$ cat src/pwm_map.svh
// Register map, field positions and reset values of the timer based PWM unit
`ifndef PWM_MAP_SVH
`define PWM_MAP_SVH

`define OFS_MODULE_CONTROL 8'h00
`define OFS_PERIOD_LIMIT   8'h04
`define OFS_TIMER_CONTROL  8'h08
`define OFS_TIMER_COUNT    8'h0c
`define OFS_DUTY_HIGH      8'h10
`define OFS_DUTY_SHADOW    8'h14
`define OFS_STATUS         8'h18
`define OFS_PIN_DIRECTION  8'h1c
`define OFS_STEERING       8'h20

`define RST_BYTE           8'h00
`define RST_PIN_DIRECTION  2'h3
`define RST_STEERING       2'h1

`define MC_OUT_MODE_HI     7
`define MC_OUT_MODE_LO     6
`define MC_DUTY_LOW_HI     5
`define MC_DUTY_LOW_LO     4
`define MC_MODE_HI         3
`define MC_MODE_LO         0
`define MC_PWM_BITS        2'h3
`define TC_POST_HI         6
`define TC_POST_LO         3
`define TC_RUN_BIT         2
`define TC_PRE_HI          1
`define TC_PRE_LO          0
`define PRE_DIV1           2'h0
`define PRE_DIV4           2'h1
`define OUT_SINGLE         2'h0
`define OUT_HALF_BRIDGE    2'h2
`define QUARTER_LAST       2'h3

`endif

$ cat src/pwm_pkg.sv
// Types shared by the timer based PWM unit
package pwm_pkg;

    typedef enum logic [2:0] {
        ST_OFF  = 3'b001,
        ST_WAIT = 3'b010,
        ST_RUN  = 3'b100
    } start_state_type;

    typedef struct packed {
        logic b_oe;
        logic b;
        logic a_oe;
        logic a;
    } pwm_pins_type;

    typedef struct packed {
        logic [1:0] out_mode;
        logic [1:0] duty_low;
        logic [3:0] mode;
    } module_control_type;

endpackage : pwm_pkg

$ cat src/timer_based_pwm_unit.sv
// Timer based PWM unit with APB register access
//
// The register addresses and the APB interface to the registers were left to the implementer.
`timescale 1ns/1ps
`include "pwm_map.svh"

module timer_based_pwm_unit
    import pwm_pkg::*;
(
    input  wire logic         ref_clk_in,
    input  wire logic         reset_n_in,
    input  wire logic         psel_in,
    input  wire logic         penable_in,
    input  wire logic         pwrite_in,
    input  wire logic [7:0]   paddr_in,
    input  wire logic [31:0]  pwdata_in,
    input  wire logic         sleep_in,
    output logic [31:0]       prdata_out,
    output logic              pready_out,
    output logic              pslverr_out,
    output pwm_pins_type      pins_out,
    output logic              timer_match_flag_out
);

    // Low two time base bits: oscillator phase at 1:1, else prescaler bits
    function automatic logic [1:0] base_low(input logic [1:0] sel,
                                            input logic [1:0] phase,
                                            input logic [3:0] pre);
        if (sel == `PRE_DIV1) begin
            base_low = phase;
        end else if (sel == `PRE_DIV4) begin
            base_low = pre[1:0];
        end else begin
            base_low = pre[3:2];
        end
    endfunction : base_low

    module_control_type mc_q;
    logic [7:0]         period_limit_q;
    logic [7:0]         timer_control_q;
    logic [7:0]         period_timer_count_q;
    logic [7:0]         duty_high_bits_reg_q;
    logic [7:0]         duty_shadow_reg_q;
    logic [1:0]         duty_latch_q;
    logic [1:0]         pin_direction_q;
    logic [1:0]         steering_q;
    logic               timer_match_flag_q;
    logic               sleep_meta_q;
    logic               sleep_q;
    logic [1:0]         phase_q;
    logic [3:0]         pre_q;
    logic               raw_q;
    logic               start_q;
    start_state_type    state_q;
    pwm_pins_type       pins_q;
    pwm_pins_type       pins_d;
    logic               pready_q;
    logic               pslverr_q;
    logic [31:0]        prdata_q;
    logic [31:0]        rdata_d;
    logic               addr_ok;
    logic               wr;
    logic               wr_clear_flag;
    logic               pwm_en;
    logic               timer_run;
    logic [1:0]         pre_sel;
    logic               pre_term;
    logic               tmr_inc;
    logic               wrap;
    logic [9:0]         time_base;
    logic [9:0]         duty_new;
    logic               half_bridge;
    logic               single;
    logic               drive_a;
    logic               drive_b;

    // Sleep request arrives from outside this clock's logic
    always_ff @(posedge ref_clk_in) begin
        if (!reset_n_in) begin
            sleep_meta_q <= 1'b0;
            sleep_q      <= 1'b0;
        end else begin
            sleep_meta_q <= sleep_in;
            sleep_q      <= sleep_meta_q;
        end
    end

    assign wr            = psel_in & penable_in & pready_q & pwrite_in;
    assign pwm_en        = (mc_q.mode[`MC_MODE_HI:2] == `MC_PWM_BITS);
    assign timer_run     = timer_control_q[`TC_RUN_BIT];
    assign pre_sel       = timer_control_q[`TC_PRE_HI:`TC_PRE_LO];
    assign wr_clear_flag = wr & (paddr_in == `OFS_STATUS) & pwdata_in[0];

    // Prescale 1, 4 or 16 instruction cycles per timer step
    always_comb begin
        if (pre_sel == `PRE_DIV1) begin
            pre_term = 1'b1;
        end else if (pre_sel == `PRE_DIV4) begin
            pre_term = (pre_q[1:0] == 2'h3);
        end else begin
            pre_term = (pre_q == 4'hf);
        end
    end

    // Postscale field is stored only and never gates the timer
    assign tmr_inc = timer_run & ~sleep_q & (phase_q == `QUARTER_LAST) & pre_term;
    assign wrap    = tmr_inc & (period_timer_count_q == period_limit_q);
    assign duty_new = {duty_high_bits_reg_q, mc_q.duty_low};
    assign time_base = {period_timer_count_q,
                        base_low(pre_sel, phase_q, pre_q)};

    // Four oscillator clocks per instruction cycle, frozen in sleep
    always_ff @(posedge ref_clk_in) begin
        if (!reset_n_in) begin
            phase_q <= 2'h0;
        end else if (!sleep_q) begin
            phase_q <= phase_q + 2'h1;
        end
    end

    always_ff @(posedge ref_clk_in) begin
        if (!reset_n_in) begin
            pre_q <= 4'h0;
        end else if (wr && paddr_in == `OFS_TIMER_COUNT) begin
            pre_q <= 4'h0;
        end else if (timer_run && !sleep_q && phase_q == `QUARTER_LAST) begin
            pre_q <= pre_term ? 4'h0 : pre_q + 4'h1;
        end
    end

    // Period timer: wraps to zero on the step after the limit match
    always_ff @(posedge ref_clk_in) begin
        if (!reset_n_in) begin
            period_timer_count_q <= `RST_BYTE;
        end else if (wr && paddr_in == `OFS_TIMER_COUNT) begin
            period_timer_count_q <= pwdata_in[7:0];
        end else if (wrap) begin
            period_timer_count_q <= `RST_BYTE;
        end else if (tmr_inc) begin
            period_timer_count_q <= period_timer_count_q + 8'h01;
        end
    end

    // Set wins over a clearing write in the same cycle
    always_ff @(posedge ref_clk_in) begin
        if (!reset_n_in) begin
            timer_match_flag_q <= 1'b0;
        end else if (wrap) begin
            timer_match_flag_q <= 1'b1;
        end else if (wr_clear_flag) begin
            timer_match_flag_q <= 1'b0;
        end
    end

    // Software registers
    always_ff @(posedge ref_clk_in) begin
        if (!reset_n_in) begin
            mc_q                 <= `RST_BYTE;
            period_limit_q       <= `RST_BYTE;
            timer_control_q      <= `RST_BYTE;
            duty_high_bits_reg_q <= `RST_BYTE;
            pin_direction_q      <= `RST_PIN_DIRECTION;
            steering_q           <= `RST_STEERING;
        end else if (wr) begin
            // Duty fields accepted at any time, used only at wrap
            case (paddr_in)
                `OFS_MODULE_CONTROL: begin
                    mc_q <= pwdata_in[7:0];
                end
                `OFS_PERIOD_LIMIT: begin
                    period_limit_q <= pwdata_in[7:0];
                end
                `OFS_TIMER_CONTROL: begin
                    timer_control_q <= {1'b0, pwdata_in[6:0]};
                end
                `OFS_DUTY_HIGH: begin
                    duty_high_bits_reg_q <= pwdata_in[7:0];
                end
                `OFS_PIN_DIRECTION: begin
                    pin_direction_q <= pwdata_in[1:0];
                end
                `OFS_STEERING: begin
                    steering_q <= pwdata_in[1:0];
                end
                default: begin
                end
            endcase
        end
    end

    // Shadow duty and hidden two-bit latch double-buffer the duty
    always_ff @(posedge ref_clk_in) begin
        if (!reset_n_in) begin
            duty_shadow_reg_q <= `RST_BYTE;
            duty_latch_q      <= 2'h0;
        end else if (wrap) begin
            duty_shadow_reg_q <= duty_new[9:2];
            duty_latch_q      <= duty_new[1:0];
        end else if (wr && !pwm_en && paddr_in == `OFS_DUTY_SHADOW) begin
            duty_shadow_reg_q <= pwdata_in[7:0];
        end
    end

    // Start-up: wait for a period boundary after first enable
    always_ff @(posedge ref_clk_in) begin
        if (!reset_n_in) begin
            state_q <= ST_OFF;
        end else begin
            case (state_q)
                ST_OFF: begin
                    if (pwm_en) begin
                        state_q <= ST_WAIT;
                    end
                end
                ST_WAIT: begin
                    if (!pwm_en) begin
                        state_q <= ST_OFF;
                    end else if (wrap) begin
                        state_q <= ST_RUN;
                    end
                end
                ST_RUN: begin
                    if (!pwm_en) begin
                        state_q <= ST_OFF;
                    end
                end
                default: begin
                    state_q <= ST_OFF;
                end
            endcase
        end
    end

    // Set lags the wrap by one clock like the registered clear, so high time is exactly duty steps
    always_ff @(posedge ref_clk_in) begin
        if (!reset_n_in) begin
            start_q <= 1'b0;
        end else if (!sleep_q) begin
            start_q <= wrap && (state_q != ST_OFF);
        end
    end

    // Waveform: set at period start, cleared on time base match
    always_ff @(posedge ref_clk_in) begin
        if (!reset_n_in) begin
            raw_q <= 1'b0;
        end else if (!pwm_en) begin
            raw_q <= 1'b0;
        end else if (sleep_q) begin
            raw_q <= raw_q;
        end else if (start_q) begin
            raw_q <= ({duty_shadow_reg_q, duty_latch_q} != 10'h000);
        end else if (state_q == ST_RUN &&
                     time_base == {duty_shadow_reg_q, duty_latch_q}) begin
            raw_q <= 1'b0;
        end
        // No match inside the period leaves the level as it is
    end

    assign half_bridge = (mc_q.out_mode == `OUT_HALF_BRIDGE);
    assign single      = (mc_q.out_mode == `OUT_SINGLE);
    // Pins outside the selected mode stay unclaimed
    assign drive_a = pwm_en & (half_bridge | (single & steering_q[0]));
    assign drive_b = pwm_en & (half_bridge | (single & steering_q[1]));

    always_comb begin
        pins_d.a    = raw_q ^ mc_q.mode[1];
        pins_d.b    = (half_bridge ? ~raw_q : raw_q) ^ mc_q.mode[0];
        // Enable needs the pin direction bit cleared
        pins_d.a_oe = drive_a & ~pin_direction_q[0];
        pins_d.b_oe = drive_b & ~pin_direction_q[1];
        if (mc_q == `RST_BYTE) begin
            pins_d = '0;
        end
    end

    always_ff @(posedge ref_clk_in) begin
        if (!reset_n_in) begin
            pins_q <= '0;
        end else if (!sleep_q || mc_q == `RST_BYTE) begin
            pins_q <= pins_d;
        end
    end

    // APB read decode
    always_comb begin
        rdata_d = 32'h0000_0000;
        addr_ok = 1'b1;
        case (paddr_in)
            `OFS_MODULE_CONTROL: rdata_d[7:0] = mc_q;
            `OFS_PERIOD_LIMIT:   rdata_d[7:0] = period_limit_q;
            `OFS_TIMER_CONTROL:  rdata_d[7:0] = timer_control_q;
            `OFS_TIMER_COUNT:    rdata_d[7:0] = period_timer_count_q;
            `OFS_DUTY_HIGH:      rdata_d[7:0] = duty_high_bits_reg_q;
            `OFS_DUTY_SHADOW:    rdata_d[7:0] = duty_shadow_reg_q;
            `OFS_STATUS:         rdata_d[0]   = timer_match_flag_q;
            `OFS_PIN_DIRECTION:  rdata_d[1:0] = pin_direction_q;
            `OFS_STEERING:       rdata_d[1:0] = steering_q;
            default:             addr_ok      = 1'b0;
        endcase
    end

    // No wait state: pready rises in the first access cycle
    always_ff @(posedge ref_clk_in) begin
        if (!reset_n_in) begin
            pready_q  <= 1'b0;
            pslverr_q <= 1'b0;
            prdata_q  <= 32'h0000_0000;
        end else begin
            pready_q  <= psel_in & ~penable_in;
            pslverr_q <= psel_in & ~penable_in & ~addr_ok;
            prdata_q  <= (psel_in && !penable_in && !pwrite_in) ? rdata_d : 32'h0000_0000;
        end
    end

    assign prdata_out           = prdata_q;
    assign pready_out           = pready_q;
    assign pslverr_out          = pslverr_q;
    assign pins_out             = pins_q;
    assign timer_match_flag_out = timer_match_flag_q;

endmodule : timer_based_pwm_unit

$ cat config.mk
export PLATFORM = sky130hd
export DESIGN_NAME = timer_based_pwm_unit
export DESIGN_NICKNAME = d
export VERILOG_FILES = /design/src/pwm_pkg.sv /design/src/timer_based_pwm_unit.sv
export VERILOG_INCLUDE_DIRS = /design/src
export SDC_FILE = /design/constraint.sdc
export NUM_CORES = 1
export LEC_CHECK = 0
export BUFFER_PORTS_ARGS = -buffer_cell sky130_fd_sc_hd__buf_2
export CAP_MARGIN = 40
export CORE_MARGIN = 2
export CORE_UTILIZATION = 25
export CTS_CLUSTER_SIZE = 10
export DETAILED_ROUTE_END_ITERATION = 16
export PLACE_DENSITY_LB_ADDON = 0.3
export SYNTH_ARGS = -nofsm -noshare
export SYNTH_HDL_FRONTEND = slang
export SYNTH_SLANG_ARGS = --single-unit
$ cat constraint.sdc
create_clock -name ref_clk_in -period 2.5 [get_ports ref_clk_in]
set_clock_uncertainty 0.05 [all_clocks]
set_input_delay 0.125 -clock ref_clk_in [delete_from_list [all_inputs] [get_ports ref_clk_in]]
set_output_delay 0.125 -clock ref_clk_in [all_outputs]
set_load 0.05 [all_outputs]
# Word-level counts from Yosys, hierarchy flattened
# Index checks and enable logic that the tools add are counted.
[classes]
n_addsub = 3
n_eq_ne = 23
n_mux = 25
n_bitwise = 28
reduce_logical = 35
[op_table]
columns = ["cell", "n"]
rows = [
  ["8-bit two-way mux", 5],
  ["6-bit one-hot mux with 6 select lines", 1],
  ["8-bit by 5-bit == test with 1-bit output (second input constant)", 4],
  ["2-bit AND reduction", 9],
  ["1-bit bitwise AND", 17],
  ["8-bit by 4-bit == test with 1-bit output (second input constant)", 2],
  ["8-bit zero test", 2],
  ["3-bit two-way mux", 4],
  ["10-bit == test", 1],
  ["10-bit nonzero test", 1],
  ["1-bit logical AND", 9],
  ["1-bit one-hot mux with 9 select lines", 1],
  ["3-bit one-hot mux with 3 select lines", 1],
  ["9-bit OR reduction", 1],
  ["8-bit by 1-bit adder with 8-bit output (second input constant)", 1],
  ["2-bit == test (second input constant)", 4],
  ["8-bit by 3-bit == test with 1-bit output (second input constant)", 1],
  ["8-bit by 6-bit == test with 1-bit output (second input constant)", 1],
  ["8-bit == test", 1],
  ["1-bit two-way mux", 8],
  ["4-bit two-way mux", 2],
  ["1-bit one-hot mux with 8 select lines", 1],
  ["1-bit inverter", 7],
  ["2-bit nonzero test", 3],
  ["19 further kinds", 27],
]
[word_totals]
regBits = 105
in_bits = 46
out_inout_bits = 39
word_cells = 141

# Longest topological paths before layout
# Gate-level depths: netlist (run 1).
[depth]
ltp_word = 8
mapped_depth = 8
depth_no_buf = 6

# Least setup slack after synthesis (run 1)
# Ideal clock, no wire load.
[synth_timing]
kind = "register to register"
from = "reg pready_q, in the netlist pready_out"
to = "reg duty_shadow_reg_q[6]"
setup_time_ps = 116
t_arrival_ps = 2008
t_required_ps = 2334
path_slack_ps = 326
stages_incl_launch_ff = 7
path_buffers = 1
synth_period_minus_slack_ps = 2174
path_cell_list = "dfxtp_1 -> and4_1 -> clkbuf_1 -> nand4_1 -> mux2i_1 -> nand2_1 -> o211a_1"
[synth_via]
elab_chain_len = 5
[synth_rtl]
columns = ["item", "line", "rtl"]
rows = [
  ["start: declaration", "timer_based_pwm_unit.sv:57", "logic pready_q;"],
  ["start signal: assignment", "timer_based_pwm_unit.sv:310", "pready_q <= psel_in & ~penable_in;"],
  ["1-bit bitwise AND (2 in series)", "timer_based_pwm_unit.sv:88", "assign wr = psel_in & penable_in & pready_q & pwrite_in;"],
  ["1-bit logical AND", "timer_based_pwm_unit.sv:199", "end else if (wr && !pwm_en && paddr_in == `OFS_DUTY_SHADOW) begin"],
  ["1-bit logical AND (no source line)", "n/a", ""],
  ["2-bit nonzero test (no source line)", "n/a", ""],
  ["end signal: assignment", "timer_based_pwm_unit.sv:194", "duty_shadow_reg_q <= `RST_BYTE;"],
  ["end signal: assignment", "timer_based_pwm_unit.sv:197", "duty_shadow_reg_q <= duty_new[9:2];"],
  ["end signal: assignment", "timer_based_pwm_unit.sv:200", "duty_shadow_reg_q <= pwdata_in[7:0];"],
  ["end: declaration", "timer_based_pwm_unit.sv:43", "logic [7:0] duty_shadow_reg_q;"],
]
# No other way between the ends.
# A chain may end at the register's enable or synchronous reset.

# Final worst setup path (run 1)
[layout_timing]
from = "reg pre_q[0]"
to = "reg state_q[2]"
[layout_via]
elab_chain_len = 7
word_cells_on_any_way = 8
classes_between = "3 x eq/ne; 2 x mux; 2 x bitwise; 1 x reduce/logical"
[layout_rtl]
columns = ["item", "line", "rtl"]
rows = [
  ["start: declaration", "timer_based_pwm_unit.sv:51", "logic [3:0] pre_q;"],
  ["start signal: assignment", "timer_based_pwm_unit.sv:127", "pre_q <= pre_term ? 4'h0 : pre_q + 4'h1;"],
  ["4-bit == test / 2-bit == test (equally long branches)", "timer_based_pwm_unit.sv:101, timer_based_pwm_unit.sv:99", ""],
  ["1-bit two-way mux (*)", "timer_based_pwm_unit.sv:98", "end else if (pre_sel == `PRE_DIV4) begin"],
  ["1-bit two-way mux (*)", "timer_based_pwm_unit.sv:96", "if (pre_sel == `PRE_DIV1) begin"],
  ["1-bit bitwise AND (*)", "timer_based_pwm_unit.sv:106", "assign tmr_inc = timer_run & ~sleep_q & (phase_q == `QUARTER_LAST) & pre_term;"],
  ["1-bit bitwise AND (*)", "timer_based_pwm_unit.sv:107", "assign wrap = tmr_inc & (period_timer_count_q == period_limit_q);"],
  ["3-bit != test (no source line) (*)", "n/a", ""],
  ["3-bit AND reduction (no source line) (*)", "n/a", ""],
  ["end signal: assignment", "timer_based_pwm_unit.sv:207", "state_q <= ST_OFF;"],
  ["end signal: assignment", "timer_based_pwm_unit.sv:212", "state_q <= ST_WAIT;"],
  ["end signal: assignment", "timer_based_pwm_unit.sv:217", "state_q <= ST_OFF;"],
  ["end: declaration", "timer_based_pwm_unit.sv:54", "start_state_type state_q;"],
]
# Every way passes the cells marked *; elsewhere a longest branch is shown, timed or not.

==> run summary, run 1 <==
Max incr delay on CP: 0.42 ns
Tightest Pin Transition: 0.6247 ns
Met1 global-route usage: 17.72%
Async S/R FF share, synth: 0%
#FFs+latches synth: 81
Clock Pin Slew Worst Setup and Hold Paths: 0.06 ns
Buffers on Ports: 36
Flop pwr share: 44.2%
Total number of vias: 3825
Layer with the highest usage: met2
Final Util: 28.98%
GR Util All Layers: 13.20%
Share of the synthesized area in the top cell type: 35.92%
Setup TNS: 0 ns
Cell Chain, Critical Path: ha_1 > o21bai_1 > and3_1 > nand3_1 > buf_4 > nor3b_1 > o21a_1
Gp weighted congestion: 0.8516
Gates resized, CTS repair: 0
Sw Share: 24.53%
DRT antenna net count: 0
CP Class: register to register
Multiplexer area fraction after synthesis: 11.70%
Max Cap Viol: 0
DR iter-0 viols: 343
H-tree depth: 3
Adder-Cell Fraction of Synth Area: 0.8315%
Area contributors post-synth: dfxtp_1 (36%), mux2i_1 (10%), nor2b_1 (4.7%)
Clk buf depth: 2
Via density: 4.904
CTS tree: built
Clock latency at the later pin of the worst-skew pair: 0.35 ns
Tcrit/Tclk final: 80.10%
Compound-cell area share of the yosys netlist: 14.69%
CP max FO: 22
Layout area overhead: 14.52%
Critical Path Source Type: register
Final Hold Viols: 0
Worst hold path class: input pin to register
Detailed Route WL: 12.61 mm
Largest family of logic cells by synthesized area: simple AND/OR/NAND/NOR gates
Initial Utilization: 25.30%
Met3 usage: 3.152%
Detail-routed net length per standard cell: 16.17 um
Synth Area in Simple Gates: 25.14%
Nets: 595
Placed insts: 763
Setup violators final: 0
Root Buffer: clkbuf_16
Vias in the first global route: 3643
Core area: 17840 sq um
Post-Synth XOR/XNOR Area: 4.462%
Sink Count: 81
Post-synth top flop: dfxtp_1
Slew Limit Fails: 0
Synth Cell Area: 4514 sq um
Post-synth EDFFs: 0
Largest area contributor in the netlist: dfxtp_1
Synth Warn #: 0
Fill cells: 1897
VDD IR-drop max: 0.4203 mV
CP arrival: 2.24 ns
Die X: 138.4 um
HPWL Detailed: 9.207 mm
Die Span Y: 138.4 um
Highest-delay cell along the critical path: dfxtp_1
DRC: 0
Pin count of the biggest net entering global routing: 65
CP required: 2.74 ns
Avg Synthesized Cell Area: 8.732 sq um
Unique cell type count in the Yosys netlist: 63
Total global routing overflow: 0
Layout cells sized above 1: 14.16%
Tmin final: 2.002 ns
P_int: 2223 uW
First-pass GRT wire length: 20.07 mm
PD cells: 569.6 nW/um^2
Row count: 49
Static Leak: 0.002085 uW
RSZ-0062 raised after global routing: no
Clock power frac: 47.7%
Register area share after synthesis: 35.92%
Fin cells: 780
I/O Pins: 85
Antenna Cells: 0
Total CTS buffers: 9
Commonest non-fill, non-tap cells in the layout: dfxtp_1 (81), nand2_1 (53), mux2i_1 (46)
Psw: 722.3 uW
Area taken by multi-input logic gates: 2655 sq um
Max Freq: 499.4 MHz
Reg area: 1622 sq um
Logic pwr share: 8.1%
CP bufs+invs: 1
DIE AREA: 19150 sq um
Post-synthesis cell count: 517
Most common cell after layout, fill and taps aside: dfxtp_1
Grt met2 use: 20.77%
Outcome: completed
Delay-heaviest family, CP: simple AND/OR/NAND/NOR gates
Initial antenna violation count: 0
Slew HR: 58.22%
DRT Pass-1 Iters: 5
Crit end category: register
==> synth_stat cells, types with 2 or more instances <==
cell type  count
a31oi_1        9
a21boi_1      10
nor2_1        24
a22o_1         2
xnor2_1        4
nand3_1       22
or2_2          2
and2_1        10
a22oi_1        4
nor3_1         9
nand2_1       53
nor2b_1       34
o21ai_0       17
a21boi_0       3
a211oi_1       4
mux2i_1       46
inv_1          4
nor4_1        10
a221oi_1       3
nand4b_1       4
clkbuf_1      22
o211a_1        6
xor2_1        19
nand4_1        4
o21ai_1       11
buf_4         25
and4_1         2
buf_1          2
and3_1         4
nor3b_1        2
dfxtp_1       81
o21bai_1       2
buf_2          4
nand3b_1       3
and3b_1        2
a21oi_1       21
nor3_4         3
nor4_4         2
mux4_2         2
ha_1           3
==> area by class of cell <==
class | instances | area share [%]
clock buffer | 10 | 4.429
sequential | 81 | 31.37
tap | 229 | 5.542
clock inverter | 6 | 1.597
timing repair buffer | 49 | 5.421
multi-input combinational | 401 | 51.36
inverter | 4 | 0.2904
==> metrics by stage <==
stage	hold slack, ns	total power (uW)	instance area [sq um]	worst slack (ns)
final	0.04940	2945	5170	0.4975
after global routing	0.05129	3045	5170	0.2859
after CTS	0.04270	2980	5170	0.5142
after detailed placement	0.2978	1565	4848	0.4975
after global placement	0.3030	1563	4848	0.5455
after floorplan	0.2023	1537	4601	0.3260
==> registers in the layout (all words and copies together) (netlist names), 3 cells and up <==
name                  cells
duty_high_bits_reg_q      8
duty_shadow_reg_q         8
mc_q                      6
period_limit_q            8
period_timer_count_q      8
pins_out                  4
prdata_out                8
pre_q                     4
state_q                   3
timer_control_q           7
==> final timing paths <==
kind | startpoint | to | slack [ns] | cells after the start
setup / recovery | pre_q[0]$_SDFFE_PP0P_ | state_q[2]$_SDFFE_PN0P_ | 0.50 | 7
hold / removal | pwdata_in[6] | duty_high_bits_reg_q[6]$_SDFFE_PN0P_ | 0.05 | 3
setup reg to reg | pre_q[0]$_SDFFE_PP0P_ | state_q[2]$_SDFFE_PN0P_ | 0.50 | 7
hold reg to reg | sleep_meta_q$_SDFF_PN0_ | sleep_q$_SDFF_PN0_ | 0.39 | 1
==> per-layer routing <==
metal	share of wire, %	vias to the layer above
met2	46	115
met5	0	-
met3	5.4	15
li1	-	1858
met1	47	1837
met4	1.9	0
==> cells by family (layout without fill, tap and decap cells) <==
kind of cell,after synthesis,after routing
buffers and inverters,58,69
AOI/OAI and AO/OA,102,102
DFF,81,81
muxes,50,50
adders and majority gates,3,3
other,1,24
and+or+nand+nor,199,199
xor gates and xnor gates,23,23
==> repair_timing <==
| item | 4_1_cts | 5_1_grt |
|---|---|---|
| hold endpoints to repair | 1 | 0 |
| buffers inserted | 0 | 0 |
| hold buffers | 1 | 0 |
==> worst min-delay path: stages <==
cell,delay (ns)
buf_2,0.15
nand2_1,0.07
a21boi_1,0.05
==> power groups by stage <==
stage          logic [uW]  registers (uW)  clock network, uW
6_report              237            1300               1400
5_1_grt               254            1300               1490
4_1_cts               237            1300               1440
3_5_place_dp          234            1330                  0
3_3_place_gp          232            1330                  0
2_1_floorplan         202            1330                  0
No activity file was read; power rests on OpenSTA's default activity.
==> inputs of run 2 (changes only) <==
Clock period 2.5 ns to 2 ns, I/O delays scaled along.
==> run summary, run 2 (synthesized netlist as in run 1, its figures left out) <==
Outcome: completed
Layout area overhead: 16.77%
VDD IR-drop max: 0.4371 mV (+4.0%)
Hold path endpoint: duty_high_bits_reg_q[5]$_SDFFE_PN0P_
Clock power frac: 48.5% (+0.8 points)
CP arrival: 2.09 ns (-0.15 ns)
CTS tree: built
Layer with the highest usage: met2
Via density: 4.928 (+0.49%)
Clock latency at the later pin of the worst-skew pair: 0.35 ns (about the same)
Grt met2 use: 21.08% (+0.31 points)
Psw: 894.5 uW (+24%)
DIE AREA: 19150 sq um (unchanged)
Highest-delay cell along the critical path: nor4_1
Max incr delay on CP: 0.56 ns (+0.14 ns)
Hold_sp: pwdata_in[5]
Die Span Y: 138.4 um (unchanged)
Clock Pin Slew Worst Setup and Hold Paths: 0.06 ns (about the same)
Row count: 49 (unchanged)
Setup violators final: 0 (unchanged)
Tot Pwr: 3746 uW (+27%)
Core area: 17840 sq um (unchanged)
Most common cell after layout, fill and taps aside: dfxtp_1
Tcrit/Tclk final: 95.34% (+15 points)
Initial Utilization: 25.30% (unchanged)
Max Freq: 524.4 MHz (+5.0%)
Setup TNS: 0 ns (unchanged)
I/O Pins: 85 (unchanged)
Total number of vias: 3888 (+1.6%)
Sw Share: 23.88% (-0.65 points)
DRT Pass-1 Iters: 5 (unchanged)
Critical Path Source Type: register
First-pass GRT wire length: 20.20 mm (+0.65%)
CP max FO: 9 (-59%)
DRC: 0 (unchanged)
Cell Chain, Critical Path: xor2_1 > nor4_1 > buf_4 > nand4_1 > o31a_1
Fin cells: 789 (+1.2%)
GR Util All Layers: 13.26% (+0.064 points)
Worst reg-to-reg path cell count: 5 (-2)
Antenna Cells: 0 (unchanged)
Layout cells sized above 1: 16.07% (+1.9 points)
H-tree depth: 3 (unchanged)
Static Leak: 0.002146 uW (+2.9%)
Initial antenna violation count: 0 (unchanged)
Worst R2R Setup Slack: 0.09 ns (-0.40 ns)
Clk buf depth: 2 (unchanged)
Crit end category: register
Final setup margin: 0.09319 ns (-0.4043 ns)
Final Hold Viols: 0 (unchanged)
HPWL Detailed: 9.467 mm (+2.8%)
Worst Hold Depth: 3 (unchanged)
Total CTS buffers: 9 (unchanged)
CP required: 2.19 ns (-0.55 ns)
Logic pwr share: 8.0% (about the same)
Flop pwr share: 43.5% (-0.7 points)
Die X: 138.4 um (unchanged)
CP bufs+invs: 1 (unchanged)
Detailed Route WL: 12.76 mm (+1.2%)
DRT antenna net count: 0 (unchanged)
Slew Limit Fails: 0 (unchanged)
Gp weighted congestion: 0.9141 (+7.3%)
Dpl ws: 0.1926 ns (-0.3048 ns)
Total global routing overflow: 0 (unchanged)
Pin count of the biggest net entering global routing: 39 (-40%)
DR iter-0 viols: 277 (-19%)
Placed insts: 772 (+1.2%)
Buffers on Ports: 36 (unchanged)
Fill cells: 1867 (-1.6%)
Tmin final: 1.907 ns (-0.09566 ns)
Slew HR: 59.93% (+1.7 points)
Root Buffer: clkbuf_16
Commonest non-fill, non-tap cells in the layout: dfxtp_1 (79), nand2_1 (53), mux2i_1 (46)
PD cells: 710.7 nW/um^2 (+25%)
P_int: 2852 uW (+28%)
Sink Count: 81 (unchanged)
Max Cap Viol: 0 (unchanged)
Post-CTS setup buffer count: 0 (unchanged)
Min Hold Slack: 0.02800 ns (-0.02139 ns)
CP Class: register to register
Delay-heaviest family, CP: simple AND/OR/NAND/NOR gates
Detail-routed net length per standard cell: 16.17 um (about the same)
Met3 usage: 2.979% (-0.17 points)
RR Endpoint: raw_q$_SDFFE_PN0P_
Met1 global-route usage: 17.71% (about the same)
Tightest Pin Transition: 0.5955 ns (-0.02916 ns)
Vias in the first global route: 3676 (+0.91%)
RSZ-0062 raised after global routing: no
Worst hold path class: input pin to register
Nets: 604 (+1.5%)
R2r startpoint: period_timer_count_q[4]$_SDFFE_PN0P_
-- run 2: cell types whose count changed in the layout (fill, tap and decap cells not counted), sizes merged --
| cell | delta |
|---|---|
| clkbuf | +1 |
| buf | +9 |
| clkinv | -1 |
-- run 2: stage by stage --
step / util, % / area (sq um)
after floorplan: - / 4602
after global placement: 27.63 / 4930
after detailed placement: 27.63 / 4930
after CTS: 29.54 / 5270
after global routing: 29.55 / 5271
final: 29.55 / 5271
-- run 2: worst max path at each step --
| stage | end | slack (ns) | start | cells after the start |
|---|---|---|---|---|
| floorplan | duty_shadow_reg_q[6]$_SDFFE_PN0P_ | 0.009 | pready_out$_SDFF_PN0_ | 6 |
| global placement | raw_q$_SDFFE_PN0P_ | 0.21 | period_timer_count_q[4]$_SDFFE_PN0P_ | 5 |
| detailed placement | state_q[2]$_SDFFE_PN0P_ | 0.19 | pre_q[0]$_SDFFE_PP0P_ | 7 |
| CTS | state_q[2]$_SDFFE_PN0P_ | 0.18 | pre_q[0]$_SDFFE_PP0P_ | 7 |
| global route | state_q[2]$_SDFFE_PN0P_ | 0.005 | pre_q[1]$_SDFFE_PP0P_ | 7 |
| finish | raw_q$_SDFFE_PN0P_ | 0.09 | period_timer_count_q[4]$_SDFFE_PN0P_ | 5 |
-- run 2: cell type report --
class                           count  area (sq um)  area share (%)
Clock buffer                       11         252.7           4.795
Clock inverter                      5         77.57           1.472
Inverter                            4         15.01          0.2848
Multi-Input combinational cell    401          2655           50.37
Sequential cell                    81          1624           30.81
Tap cell                          229         286.5           5.436
Timing Repair Buffer               58         360.3           6.836
-- run 2: routing by layer --
metal	vias to the layer above	part of all wire [%]
li1	1877	-
met2	115	46
met1	1876	47
met5	-	0
met4	0	1.9
met3	20	4.6
-- run 2: worst register-to-register path, delay by kind of cell (launching register included) --
kind / cells / cell delay, ns
compound gates: 1 / 0.24
xor+xnor: 1 / 0.12
buf+inv: 1 / 0.20
flops: 1 / 0.54
simple gates: 2 / 0.64
-- run 2: repair_timing --
item | 4_1_cts | 5_1_grt
resized for setup | 0 | 1
endpoints found under the hold margin | 1 | 0
setup endpoints to repair | 0 | 2
hold buffers | 1 | 0
-- run 2: power by group through the flow --
| stage | Sequential (uW) | Clock [uW] | Combinational [uW] |
|---|---|---|---|
| floorplan | 1670 | 0 | 252 |
| global placement | 1660 | 0 | 294 |
| detailed placement | 1660 | 0 | 298 |
| CTS | 1630 | 1870 | 300 |
| global route | 1630 | 1940 | 318 |
| finish | 1630 | 1820 | 301 |
